[config.mk]
export PLATFORM = sky130hd
export DESIGN_NAME = dvr_device_flat
export DESIGN_NICKNAME = d
export VERILOG_FILES = /design/src/shared/dvr_pkg.sv /design/src/shared/dvr_link_if.sv /design/src/rtl/dvr_device.sv /design/src/flat_wrapper.sv
export VERILOG_INCLUDE_DIRS = /design/src /design/src/shared
export SDC_FILE = /design/constraint.sdc
export NUM_CORES = 1
export LEC_CHECK = 0
export BUFFER_PORTS_ARGS = -buffer_cell sky130_fd_sc_hd__buf_2
export CAP_MARGIN = 5
export CORE_UTILIZATION = 40
export CTS_BUF_LIST = sky130_fd_sc_hd__clkbuf_4 sky130_fd_sc_hd__clkbuf_8
export CTS_CLUSTER_DIAMETER = 50
export DETAILED_ROUTE_END_ITERATION = 8
export GPL_TIMING_DRIVEN = 1
export PLACE_DENSITY = 0.69
export REMOVE_ABC_BUFFERS = 1
export SETUP_SLACK_MARGIN = 0.5
export SLEW_MARGIN = 20
export SYNTH_ARGS = -nofsm -noshare
export SYNTH_HDL_FRONTEND = slang
export SYNTH_SLANG_ARGS = --single-unit
[constraint.sdc]
create_clock -name clk_sys -period 3.6 [get_ports clk_sys]
set_clock_uncertainty 0.2 [all_clocks]
set_input_delay 0.18 -clock clk_sys [delete_from_list [all_inputs] [get_ports clk_sys]]
set_output_delay 0.18 -clock clk_sys [all_outputs]
set_load 0.01 [all_outputs]
[src/shared/dvr_consts.svh]
// Constants shared by both ends of the playback volume and routing link
`ifndef DVR_CONSTS_SVH
`define DVR_CONSTS_SVH

// Sample and register widths
`define DVR_SW 16
`define DVR_RW 8

// Device register map
`define DVR_ADDR_PATH 8'h3F
`define DVR_ADDR_MUTE 8'h40
`define DVR_ADDR_GAIN_L 8'h41
`define DVR_ADDR_GAIN_R 8'h42
`define DVR_ADDR_DRC 8'h44

// Reset values
`define DVR_RST_PATH 8'h14
`define DVR_RST_MUTE 8'h0C
`define DVR_RST_GAIN 8'h00
`define DVR_RST_DRC 8'h0F
`define DVR_RDATA_NONE 8'h00

// Field positions
`define DVR_PATH_PWR_L 7
`define DVR_PATH_PWR_R 6
`define DVR_PATH_SRC_L_LSB 4
`define DVR_PATH_SRC_R_LSB 2
`define DVR_PATH_STEP_LSB 0
`define DVR_MUTE_L 3
`define DVR_MUTE_R 2
`define DVR_MUTE_COUP_LSB 0
`define DVR_MUTE_RSVD_LSB 4
`define DVR_DRC_EN_L 6
`define DVR_DRC_EN_R 5

// Field codes
`define DVR_SRC_OFF 2'h0
`define DVR_SRC_OWN 2'h1
`define DVR_SRC_SWAP 2'h2
`define DVR_SRC_MIX 2'h3
`define DVR_STEP_EVERY 2'h0
`define DVR_STEP_HALF 2'h1
`define DVR_STEP_NONE 2'h2
`define DVR_STEP_RSVD 2'h3
`define DVR_COUP_INDEP 2'h0
`define DVR_COUP_L_FROM_R 2'h1
`define DVR_COUP_R_FROM_L 2'h2
`define DVR_RSVD_NIBBLE 4'h0

// Gain code limits
`define DVR_GAIN_MAX 8'h30
`define DVR_GAIN_MIN 8'h81
`define DVR_GAIN_RSVD 8'h80
`define DVR_GAIN_STEP 8'h01

// Host Wishbone map
`define DVR_WB_CMD 32'h0000_0000
`define DVR_WB_STATUS 32'h0000_0004
`define DVR_WB_SEL_ALL 4'hF
`define DVR_WB_ZERO 32'h0000_0000
`define DVR_CMD_DATA_LSB 0
`define DVR_CMD_ADDR_LSB 8
`define DVR_CMD_WE 16
`define DVR_STAT_BUSY 0
`define DVR_STAT_RDATA_LSB 8

`endif

[src/shared/dvr_pkg.sv]
// Types shared by both ends of the playback volume and routing link
`include "dvr_consts.svh"
package dvr_pkg;
   typedef logic signed [`DVR_SW-1:0] dvr_sample_t;
   typedef logic [`DVR_RW-1:0] dvr_byte_t;
   typedef logic signed [`DVR_RW-1:0] dvr_gain_t;
   typedef enum logic {
      DVR_IDLE = 1'b0,
      DVR_BUSY = 1'b1
   } dvr_host_state_t;
endpackage

[src/shared/dvr_link_if.sv]
// Register access and sample stream between the host end and the device end
`timescale 1ns/1ps
`include "dvr_consts.svh"
interface dvr_link_if;
   logic reg_req;
   logic reg_we;
   logic [`DVR_RW-1:0] reg_addr;
   logic [`DVR_RW-1:0] reg_wdata;
   logic [`DVR_RW-1:0] reg_rdata;
   logic reg_ack;
   logic smp_valid;
   logic [`DVR_SW-1:0] smp_left;
   logic [`DVR_SW-1:0] smp_right;

   modport dev (
      input reg_req,
      input reg_we,
      input reg_addr,
      input reg_wdata,
      output reg_rdata,
      output reg_ack,
      input smp_valid,
      input smp_left,
      input smp_right
   );

   modport host (
      output reg_req,
      output reg_we,
      output reg_addr,
      output reg_wdata,
      input reg_rdata,
      input reg_ack,
      output smp_valid,
      output smp_left,
      output smp_right
   );
endinterface

[src/rtl/dvr_device.sv]
// Device end: register file, source routing, mute and soft-stepped gain
//
// Implementation choice: the dvr_link_if dev modport; the Wishbone slave port is in dvr_host.
`timescale 1ns/1ps
`include "dvr_consts.svh"
module dvr_device (
   input wire logic clk_sys,
   input wire logic rst,
   dvr_link_if.dev link,
   output logic [1:0] chan_power,
   output logic [1:0] chan_mute,
   output logic [1:0] chan_valid,
   output logic [1:0][`DVR_SW-1:0] chan_sample,
   output logic [1:0][`DVR_RW-1:0] chan_gain
);

   dvr_pkg::dvr_byte_t path_setup;
   dvr_pkg::dvr_byte_t mute_coupling;
   dvr_pkg::dvr_byte_t gain_reg [2];
   dvr_pkg::dvr_byte_t compressor_ctl;
   dvr_pkg::dvr_byte_t rdata;
   logic ack;
   dvr_pkg::dvr_byte_t next_path_setup;
   dvr_pkg::dvr_byte_t next_mute_coupling;
   dvr_pkg::dvr_byte_t next_gain_reg [2];
   dvr_pkg::dvr_byte_t next_compressor_ctl;
   dvr_pkg::dvr_byte_t next_rdata;
   logic next_ack;

   // Register port: one request, one ack a cycle later
   always_comb begin
      next_path_setup = path_setup;
      next_mute_coupling = mute_coupling;
      next_gain_reg = gain_reg;
      next_compressor_ctl = compressor_ctl;
      next_rdata = rdata;
      next_ack = 1'b0;
      if (link.reg_req && !ack) begin
         next_ack = 1'b1;
         case (link.reg_addr)
            `DVR_ADDR_PATH: begin
               next_rdata = path_setup;
               if (link.reg_we) begin
                  next_path_setup = link.reg_wdata;
               end
            end
            `DVR_ADDR_MUTE: begin
               next_rdata = mute_coupling;
               if (link.reg_we) begin
                  next_mute_coupling = link.reg_wdata;
               end
            end
            `DVR_ADDR_GAIN_L: begin
               next_rdata = gain_reg[0];
               if (link.reg_we) begin
                  next_gain_reg[0] = link.reg_wdata;
               end
            end
            `DVR_ADDR_GAIN_R: begin
               next_rdata = gain_reg[1];
               if (link.reg_we) begin
                  next_gain_reg[1] = link.reg_wdata;
               end
            end
            `DVR_ADDR_DRC: begin
               next_rdata = compressor_ctl;
               if (link.reg_we) begin
                  next_compressor_ctl = link.reg_wdata;
               end
            end
            default: begin
               // Unmapped: acked, reads zero, write dropped
               next_rdata = `DVR_RDATA_NONE;
            end
         endcase
      end
   end

   always_ff @(posedge clk_sys or posedge rst) begin
      if (rst) begin
         path_setup <= `DVR_RST_PATH;
         mute_coupling <= `DVR_RST_MUTE;
         gain_reg[0] <= `DVR_RST_GAIN;
         gain_reg[1] <= `DVR_RST_GAIN;
         compressor_ctl <= `DVR_RST_DRC;
         rdata <= `DVR_RDATA_NONE;
         ack <= 1'b0;
      end else begin
         path_setup <= next_path_setup;
         mute_coupling <= next_mute_coupling;
         gain_reg <= next_gain_reg;
         compressor_ctl <= next_compressor_ctl;
         rdata <= next_rdata;
         ack <= next_ack;
      end
   end

   assign link.reg_ack = ack;
   assign link.reg_rdata = rdata;

   // Step pacing shared by both channels
   logic step_phase;
   logic next_step_phase;
   logic step_tick;
   logic step_bypass;
   logic [1:0] step_mode;
   logic drc_on;
   logic [1:0] coup_mode;

   always_comb begin
      step_mode = path_setup[`DVR_PATH_STEP_LSB +: 2];
      coup_mode = mute_coupling[`DVR_MUTE_COUP_LSB +: 2];
      drc_on = compressor_ctl[`DVR_DRC_EN_L] | compressor_ctl[`DVR_DRC_EN_R];
      next_step_phase = step_phase;
      if (link.smp_valid) begin
         next_step_phase = !step_phase;
      end
      step_tick = 1'b0;
      step_bypass = 1'b1;
      case (step_mode)
         `DVR_STEP_EVERY: begin
            step_tick = link.smp_valid;
            step_bypass = 1'b0;
         end
         `DVR_STEP_HALF: begin
            step_tick = link.smp_valid && step_phase;
            step_bypass = 1'b0;
         end
         default: begin
            // Reserved code acts as no stepping, so gain never stalls
            step_bypass = 1'b1;
         end
      endcase
   end

   always_ff @(posedge clk_sys or posedge rst) begin
      if (rst) begin
         step_phase <= 1'b0;
      end else begin
         step_phase <= next_step_phase;
      end
   end

   // Per channel: routing, mute, power and gain ramp
   genvar ch;
   generate
      for (ch = 0; ch < 2; ch++) begin : g_chan
         logic pwr;
         logic mute;
         logic [1:0] src;
         logic coupled;
         dvr_pkg::dvr_sample_t own;
         dvr_pkg::dvr_sample_t other;
         dvr_pkg::dvr_sample_t routed;
         logic signed [`DVR_SW:0] sum;
         dvr_pkg::dvr_gain_t target;
         dvr_pkg::dvr_gain_t applied;
         dvr_pkg::dvr_gain_t next_applied;
         dvr_pkg::dvr_sample_t smp_q;
         dvr_pkg::dvr_sample_t next_smp_q;
         logic valid_q;
         logic next_valid_q;
         logic pwr_q;
         logic mute_q;

         always_comb begin
            pwr = (ch == 0) ? path_setup[`DVR_PATH_PWR_L] :
               path_setup[`DVR_PATH_PWR_R];
            mute = (ch == 0) ? mute_coupling[`DVR_MUTE_L] :
               mute_coupling[`DVR_MUTE_R];
            src = (ch == 0) ? path_setup[`DVR_PATH_SRC_L_LSB +: 2] :
               path_setup[`DVR_PATH_SRC_R_LSB +: 2];
            own = (ch == 0) ? link.smp_left : link.smp_right;
            other = (ch == 0) ? link.smp_right : link.smp_left;
            // Widened sum so the average cannot overflow
            sum = {own[`DVR_SW-1], own} + {other[`DVR_SW-1], other};
            case (src)
               `DVR_SRC_OWN: routed = own;
               `DVR_SRC_SWAP: routed = other;
               `DVR_SRC_MIX: routed = sum[`DVR_SW:1];
               default: routed = '0;
            endcase
            // Compressor overrides coupling regardless of field value
            coupled = !drc_on &&
               (coup_mode == ((ch == 0) ? `DVR_COUP_L_FROM_R : `DVR_COUP_R_FROM_L));
            target = coupled ? gain_reg[1 - ch] : gain_reg[ch];
            next_applied = applied;
            if (step_bypass) begin
               next_applied = target;
            end else if (step_tick && applied != target) begin
               next_applied = (applied < target) ? applied + `DVR_GAIN_STEP :
                  applied - `DVR_GAIN_STEP;
            end
            next_smp_q = smp_q;
            next_valid_q = 1'b0;
            if (link.smp_valid) begin
               next_valid_q = pwr;
               next_smp_q = (pwr && !mute) ? routed : '0;
            end
         end

         always_ff @(posedge clk_sys or posedge rst) begin
            if (rst) begin
               applied <= `DVR_RST_GAIN;
               smp_q <= '0;
               valid_q <= 1'b0;
               pwr_q <= 1'b0;
               mute_q <= 1'b1;
            end else begin
               applied <= next_applied;
               smp_q <= next_smp_q;
               valid_q <= next_valid_q;
               pwr_q <= pwr;
               mute_q <= mute;
            end
         end

         assign chan_power[ch] = pwr_q;
         assign chan_mute[ch] = mute_q;
         assign chan_valid[ch] = valid_q;
         assign chan_sample[ch] = smp_q;
         assign chan_gain[ch] = applied;
      end
   endgenerate

endmodule

[src/flat_wrapper.sv]
// flat-port wrapper written by rule: the top's interface ports become plain ports
module dvr_device_flat 
  (clk_sys, rst, chan_power, chan_mute, chan_valid, chan_sample, chan_gain, link_reg_req, link_reg_we, link_reg_addr, link_reg_wdata, link_reg_rdata, link_reg_ack, link_smp_valid, link_smp_left, link_smp_right);
  dvr_link_if link_i ();
  input wire logic clk_sys;
  input wire logic rst;
  output logic [1:0] chan_power;
  output logic [1:0] chan_mute;
  output logic [1:0] chan_valid;
  output logic [1:0][`DVR_SW-1:0] chan_sample;
  output logic [1:0][`DVR_RW-1:0] chan_gain;
  input wire logic [$bits(link_i.reg_req)-1:0] link_reg_req;
  input wire logic [$bits(link_i.reg_we)-1:0] link_reg_we;
  input wire logic [$bits(link_i.reg_addr)-1:0] link_reg_addr;
  input wire logic [$bits(link_i.reg_wdata)-1:0] link_reg_wdata;
  output wire logic [$bits(link_i.reg_rdata)-1:0] link_reg_rdata;
  output wire logic [$bits(link_i.reg_ack)-1:0] link_reg_ack;
  input wire logic [$bits(link_i.smp_valid)-1:0] link_smp_valid;
  input wire logic [$bits(link_i.smp_left)-1:0] link_smp_left;
  input wire logic [$bits(link_i.smp_right)-1:0] link_smp_right;
  assign link_i.reg_req = link_reg_req;
  assign link_i.reg_we = link_reg_we;
  assign link_i.reg_addr = link_reg_addr;
  assign link_i.reg_wdata = link_reg_wdata;
  assign link_reg_rdata = link_i.reg_rdata;
  assign link_reg_ack = link_i.reg_ack;
  assign link_i.smp_valid = link_smp_valid;
  assign link_i.smp_left = link_smp_left;
  assign link_i.smp_right = link_smp_right;
  dvr_device u_core (.clk_sys(clk_sys), .rst(rst), .link(link_i), .chan_power(chan_power), .chan_mute(chan_mute), .chan_valid(chan_valid), .chan_sample(chan_sample), .chan_gain(chan_gain));
endmodule
==> flow_summary.yaml, run 1 <==
status:
  status: "complete, no violations"
setup_path:
  timing.rr.end: "u_core.g_chan[0].applied[4]$_DFFE_PP0P_"
  worst-path-stages: 14
  critical_path.endpoint_type: "register"
  cp_cell_sequence: "nor4b_2 -> buf_6 -> mux2i_2 -> ha_1 -> nand3_1 -> a21oi_2 -> o31ai_4 -> xnor2_1 -> ha_2 -> or4_1 -> mux2i_1 -> nand2_1 -> xor2_1 -> mux2i_1"
  critPathCapture: "u_core.g_chan[0].applied[4]$_DFFE_PP0P_"
  critical_path.max_fanout: 8
  cpLargestDelayFamily: "simple AND/OR/NAND/NOR gates"
  crit_buf_inv: 1
  timing.reg2reg.setup_slack_ns: 0.07
  critPathMostFrequentCell: "mux2i_1"
  delay_contributed_by_the_slowest_stage_of_the_critical_path_ns: 0.44
  r2r_start: "u_core.compressor_ctl[5]$_DFFE_PP0P_"
  worst_reg2reg_path_depth: 14
  worst-endpoint-arrival_ns: 3.60
  slowest_stage: "dfrtp_1"
  worst_ep_required_time_ns: 3.67
  worst_setup_path_category: "register to register"
  critical_path.startpoint_type: "register"
  crit_start: "u_core.compressor_ctl[5]$_DFFE_PP0P_"
floorplan:
  floorplan.die_area_sq_mm: 0.01671
  core.rowCount: 46
  die_width_microns: 129.3
  core_area_sq_mm: 0.01583
  design.portCount: 116
  floorplan.initialDensity: 0.4093
  chipHeight_microns: 129.3
yosys:
  synth_common_cells: "dfrtp_1 (94), mux2_2 (47), mux2i_1 (42), nor2_1 (36), ha_1 (33)"
  post_synth.cell_area_avg_sq_um: 10.53
  synthesis.yosys.warnings: 0
  dominantRegCellSynth: "dfrtp_1"
  synth.most_common_cell: "dfrtp_1"
  synth_cell_type_count: 68
  synthesis.area_sq_mm: 0.006479
  synth-seq-cells: 104
  synth-async-reset-ratio: 1.000
  postSynthCellCount: 615
  synth_edf_count: 0
  synth_sequential_area_ratio: 0.4036
  synth.largest_area_cell: "dfrtp_1"
  synth_largest_type_area_fraction: 0.3631
  synth.top_cells.by_area: "dfrtp_1 (36%), mux2_2 (8.2%), mux2i_1 (6.5%), ha_1 (6.4%), dfstp_2 (4.1%)"
cells_and_area:
  multi_input_comb_area_sq_mm: 0.003908
  final_core_utilization: 0.5268
  stdcell_area_sq_mm: 0.008338
  drive_above_1_share: 0.3493
  largest_reg_flops: 32
  area_growth_from_synthesis_to_layout_pct: 28.70
  layout.nets: 875
  fill_count: 1382
  antenna-diode-count: 0
  register_area_sq_mm: 0.002615
sta:
  setup-violations-final: 0
  final.min_clock_period_ns: 3.534
  rsz0062_at_grt: "true"
  max_clock_freq_ghz: 0.2830
  min_setup_slack_post_route_ns: 0.06638
  max-slew-margin-rel: 0.2993
  worst_slew_pin_slew_ns: 1.050
  timing.final.max_slew_violations: 0
  period_share: 0.9816
  hold_viol: 0
hold_path:
  hp-start: "link_smp_right[15]"
  timing.hold.worst.class: "input pin to register"
routing:
  routed_wl_microns: 18070
  dr.pass1.iters: 5
  average_via_count_per_standard_cell: 5.654
  drt_drc_violations_left: 0
  drtAntennaViolNets: 0
  drtIter0Drc: 414
  route.vias.total: 5705
  detail_route.wl_per_cell_microns: 17.91
global_routing:
  grt_pass1_vias: 5167
  grt_usage: 0.2147
  grt_antenna_before_repair: 0
  global_route.overflow_total: 0
  grt_start_max_net_pins: 78
  grt_first_pass_wirelength_microns: 27440
cts:
  clk_transition_reported_paths_ns: 0.12
  tritoncts_clock_tree: "built"
  worstSkewPairLatency_ns: 0.41
  cts_buffers: 9
  clk_root_buffer_cell: "clkbuf_8"
  clock_tree.buffer_depth: 2
  htree_num_levels: 3
  cts_sinks: 104
pwr:
  power.ir.vdd_worst_v: 0.0003299
  total_leakage_power_nw: 3.752
  power_density_mw_per_mm2: 483.2
  p_total_mw: 4.029
job:
  maxCapViolCount: 0
placement:
  dp_slack_ns: -0.02178
  area_after_dpl_sq_mm: 0.007292
  placed_wire_length_estimate_after_detailed_placement_microns: 12080
  gp_routability_congestion: 0.8669
  buffer_ports.inserted: 115
[worst min-delay path: cells and delay by family]
| kind | cells | cell delay [ns] |
|---|---|---|
| simple gates | 1 | 0.09 |
| compound gates | 3 | 0.18 |
| buf+inv | 1 | 0.12 |
[power by group]
group	total [mW]	leakage (nW)	switching (mW)	internal, mW
Combinational	1.76	2.30	0.874	0.887
Clock	0.750	0.0962	0.477	0.272
Sequential	1.52	1.36	0.228	1.29
[layout make-up]
type / instances / share of cell area
timing repair buffer: 194 / 0.1562
multi-input combinational: 466 / 0.4686
clock inverter: 7 / 0.008103
sequential: 104 / 0.3136
clock buffer: 9 / 0.01486
inverter: 13 / 0.006152
tap: 216 / 0.03241
[metal layers]
| layer | vias up | part of all wire | track usage |
|---|---|---|---|
| li1 | 2663 | - | - |
| met5 | - | 0 | 0 |
| met4 | 0 | 0.016 | 0.06367 |
| met1 | 2807 | 0.46 | 0.3061 |
| met3 | 27 | 0.060 | 0.03716 |
| met2 | 208 | 0.47 | 0.3330 |
[placed cells by master (no fill, tap or decap), drive strengths merged, types with 4 or more instances in the layout]
| cell | synthesis | layout |
|---|---|---|
| dfrtp | 94 | 94 |
| nand4 | 9 | 9 |
| buf | 13 | 148 |
| mux2 | 48 | 48 |
| nor4 | 6 | 6 |
| ha | 33 | 33 |
| nand2b | 10 | 10 |
| clkbuf | 19 | 9 |
| o2bb2ai | 10 | 10 |
| a222oi | 10 | 10 |
| nand3b | 5 | 5 |
| o21ai | 30 | 30 |
| inv | 13 | 18 |
| and3 | 6 | 6 |
| dlygate4sd3 | 0 | 46 |
| nor2b | 20 | 20 |
| a221oi | 9 | 9 |
| a31oi | 13 | 13 |
| or3 | 6 | 6 |
| a22oi | 26 | 26 |
| nor2 | 36 | 36 |
| xnor2 | 11 | 11 |
| dfstp | 10 | 10 |
| a21o | 5 | 5 |
| nor3 | 7 | 7 |
| nand3 | 13 | 13 |
| xor2 | 16 | 16 |
| mux2i | 42 | 42 |
| o21a | 4 | 4 |
| a21oi | 23 | 23 |
| nand2 | 31 | 31 |
[through the flow]
| stage | setup TNS [ns] | std cells | hold slack, ns |
|---|---|---|---|
| 2_1_floorplan | -7.389 | 583 | 0.07105 |
| 3_3_place_gp | 0 | 930 | 0.1763 |
| 3_5_place_dp | -0.02178 | 930 | 0.1758 |
| 4_1_cts | 0 | 1004 | 0.001647 |
| 5_1_grt | -0.3507 | 1009 | 0.02486 |
| 6_report | 0 | 1009 | 0.01718 |
[timing repair]
| item | 4_1_cts | 5_1_grt |
|---|---|---|
| hold buffers | 46 | 0 |
| gates cloned | 1 | 0 |
| setup buffers | 11 | 5 |
| hold endpoints to repair | 139 | 0 |
| gates resized for setup | 15 | 36 |
| pin swaps | 10 | 7 |
| endpoints found under the setup margin | 13 | 14 |
[cells by family after synthesis]
kind of cell	count (synthesis)	share of synthesized area
buffers and inverters	45	0.03341
multiplexers	90	0.1483
XOR/XNOR	27	0.03650
AND/OR/NAND/NOR	165	0.1466
AO/OA/AOI/OAI	150	0.1647
adder cells (fa/ha/maj)	34	0.06682
flip-flops	104	0.4036
[how the worst min path moves through the flow]
stage | end | depth (start not counted)
2_1_floorplan | u_core.step_phase$_DFFE_PP0P_ | 1
3_3_place_gp | u_core.g_chan[0].mute_q$_DFF_PP1_ | 0
3_5_place_dp | u_core.g_chan[1].mute_q$_DFF_PP1_ | 0
4_1_cts | u_core.g_chan[0].smp_q[15]$_DFFE_PP0P_ | 5
5_1_grt | u_core.link.reg_rdata[6]$_DFFE_PP0P_ | 4
6_report | u_core.g_chan[0].smp_q[15]$_DFFE_PP0P_ | 5
(Power assumes the default switching activity.)
==> run 2: changes to the inputs <==
- MAX_ROUTING_LAYER: not set -> met4
==> run 2 against run 1 <==
Register-to-register slack hardly changed. Sequential share of layout area about the same. Design area about the same. Cell count is 0.20% higher. Non-clock buffer count is 2 higher. Global-route usage increased by 0.72 points. Power is essentially flat. Worst hold slack better by 0.0015 ns. Critical path depth unchanged. Fmax about the same. Critical endpoint unchanged. Largest cell class unchanged. Highest routed layer unchanged.
==> flow_summary.yaml, run 2 (same netlist as run 1, synthesis figures left out) <==
hold_path:
  worstHoldEndpoint: "u_core.g_chan[0].smp_q[15]$_DFFE_PP0P_"
  hp-start: "link_smp_right[15]"
  timing.hold.worst.class: "input pin to register"
  min_path_cells: 5
routing:
  routed_wl_microns: 18090
  drtIter0Drc: 417
  average_via_count_per_standard_cell: 5.631
  detail_route.wl_per_cell_microns: 17.89
  route.vias.total: 5693
  drt_drc_violations_left: 0
  dr.pass1.iters: 6
  drtAntennaViolNets: 0
cells_and_area:
  antenna-diode-count: 0
  stdcell_area_sq_mm: 0.008341
  mostFrequentLayoutCell: "buf_2"
  drive_above_1_share: 0.3497
  final_cell_mix: "buf_2 (115), dfrtp_1 (94), mux2_2 (46), dlygate4sd3_1 (46), nor2_1 (36)"
  layout.nets: 877
  area_growth_from_synthesis_to_layout_pct: 28.74
  largest_reg_flops: 32
floorplan:
  core_area_sq_mm: 0.01583
  core.rowCount: 46
  die_width_microns: 129.3
  chipHeight_microns: 129.3
  floorplan.die_area_sq_mm: 0.01671
  floorplan.initialDensity: 0.4093
  design.portCount: 116
cts:
  worstSkewPairLatency_ns: 0.41
  cts_sinks: 104
  clk_root_buffer_cell: "clkbuf_8"
  cts_buffers: 9
  htree_num_levels: 3
  clock_tree.buffer_depth: 2
  clk_transition_reported_paths_ns: 0.11
  tritoncts_clock_tree: "built"
pwr:
  power.internal_mw: 2.445
  power_density_mw_per_mm2: 482.9
  clock_power_share: 0.187
  power.ir.vdd_worst_v: 0.0003302
  total_leakage_power_nw: 3.759
  p_sw_mw: 1.583
  sequentialPowerShare: 0.377
  comb_power_share: 0.436
  swShare: 0.3930
setup_path:
  delay_contributed_by_the_slowest_stage_of_the_critical_path_ns: 0.44
  critical_path.endpoint_type: "register"
  worst_reg2reg_path_depth: 14
  r2r_start: "u_core.compressor_ctl[5]$_DFFE_PP0P_"
  worst_setup_path_category: "register to register"
  critical_path.startpoint_type: "register"
  critical_path.max_fanout: 8
  cp_cell_sequence: "nor4b_2 -> buf_6 -> mux2i_2 -> ha_1 -> nand3_1 -> a21oi_2 -> o31ai_4 -> xnor2_1 -> ha_2 -> or4_1 -> mux2i_1 -> nand2_1 -> xor2_1 -> mux2i_1"
  timing.reg2reg.setup_slack_ns: 0.06
  worst-endpoint-arrival_ns: 3.61
  timing.rr.end: "u_core.g_chan[0].applied[4]$_DFFE_PP0P_"
  critPathMostFrequentCell: "mux2i_1"
  slowest_stage: "dfrtp_1"
  worst_ep_required_time_ns: 3.67
sta:
  setup_tns_ns: 0
  setup-violations-final: 0
  max-slew-margin-rel: 0.2843
  rsz0062_at_grt: "true"
  max_clock_freq_ghz: 0.2829
  hold_viol: 0
  final.min_clock_period_ns: 3.535
  period_share: 0.9820
  worst_slew_pin_slew_ns: 1.072
  timing.final.max_slew_violations: 0
job:
  maxCapViolCount: 0
global_routing:
  global_route.overflow_total: 0
  grt_start_max_net_pins: 78
  grt_pass1_vias: 5144
  grt_antenna_before_repair: 0
  grt_usage: 0.2219
  grt_first_pass_wirelength_microns: 27500
placement:
  gp_routability_congestion: 0.8810
  buffer_ports.inserted: 115
  area_after_dpl_sq_mm: 0.007292
  placed_wire_length_estimate_after_detailed_placement_microns: 12080
status:
  status: "complete, no violations"
==> run 2: layout make-up <==
cell class / count / area (sq um)
well taps: 216 / 270.3
repair buffers: 196 / 1318
clock inverters: 7 / 67.56
flip-flops and latches: 104 / 2615
inverters: 13 / 51.30
fillers: 1383 / 7487
clock buffers: 9 / 123.9
multi-input cells: 466 / 3895
==> run 2: how the worst max path moves through the flow <==
stage | end | slack, ns | startpoint
after floorplan | u_core.g_chan[0].applied[4]$_DFFE_PP0P_ | -0.90 | u_core.mute_coupling[1]$_DFFE_PP0P_
after global placement | u_core.g_chan[0].applied[4]$_DFFE_PP0P_ | 0.07 | u_core.compressor_ctl[5]$_DFFE_PP0P_
after detailed placement | u_core.g_chan[0].applied[4]$_DFFE_PP0P_ | -0.02 | u_core.compressor_ctl[5]$_DFFE_PP0P_
after CTS | u_core.g_chan[0].applied[4]$_DFFE_PP0P_ | 0.08 | u_core.compressor_ctl[5]$_DFFE_PP0P_
after global routing | u_core.g_chan[0].applied[4]$_DFFE_PP0P_ | -0.18 | u_core.compressor_ctl[5]$_DFFE_PP0P_
final | u_core.g_chan[0].applied[4]$_DFFE_PP0P_ | 0.06 | u_core.compressor_ctl[5]$_DFFE_PP0P_
==> run 2: critical path: cells and delay by family (launching register included) <==
kind / cells / cell delay (ns)
buffers and inverters: 1 / 0.22
XOR/XNOR: 2 / 0.26
AND/OR/NAND/NOR: 4 / 0.91
multiplexers: 3 / 0.53
AO/OA/AOI/OAI: 2 / 0.34
flip-flops: 1 / 0.44
adder cells (fa/ha/maj): 2 / 0.49
==> run 2: timing repair <==
item / 4_1_cts / 5_1_grt
hold endpoints to repair: 139 / 0
pin swaps: 10 / 7
hold buffers: 46 / 0
gates resized for setup: 15 / 35
gates cloned: 1 / 0
buffers inserted: 11 / 7
endpoints found under the setup margin: 13 / 14
==> run 2: power by group through the flow <==
stage | combinational [mW] | sequential [mW] | clock, mW
floorplan | 0.944 | 1.51 | 0
global placement | 1.36 | 1.51 | 0
detailed placement | 1.38 | 1.51 | 0
CTS | 1.54 | 1.50 | 0.770
global route | 1.93 | 1.54 | 0.815
finish | 1.76 | 1.52 | 0.754
==> run 2: through the flow <==
stage / cells / hold slack [ns] / power (mW) / util / setup slack [ns]
2_1_floorplan: 583 / 0.07105 / 2.458 / - / -0.8962
4_1_cts: 1004 / 0.001647 / 3.802 / 0.5106 / 0.07697
5_1_grt: 1011 / 0.02073 / 4.279 / 0.5270 / -0.1809
3_3_place_gp: 930 / 0.1763 / 2.876 / 0.4607 / 0.07037
6_report: 1011 / 0.01870 / 4.028 / 0.5270 / 0.06484
3_5_place_dp: 930 / 0.1758 / 2.891 / 0.4607 / -0.02178
==> run 2: routing by layer <==
layer  share of wire  GRT usage
met5               0          -
met4           0.014    0.05052
met3           0.055    0.04377
met2            0.46     0.3330
met1            0.47     0.3082
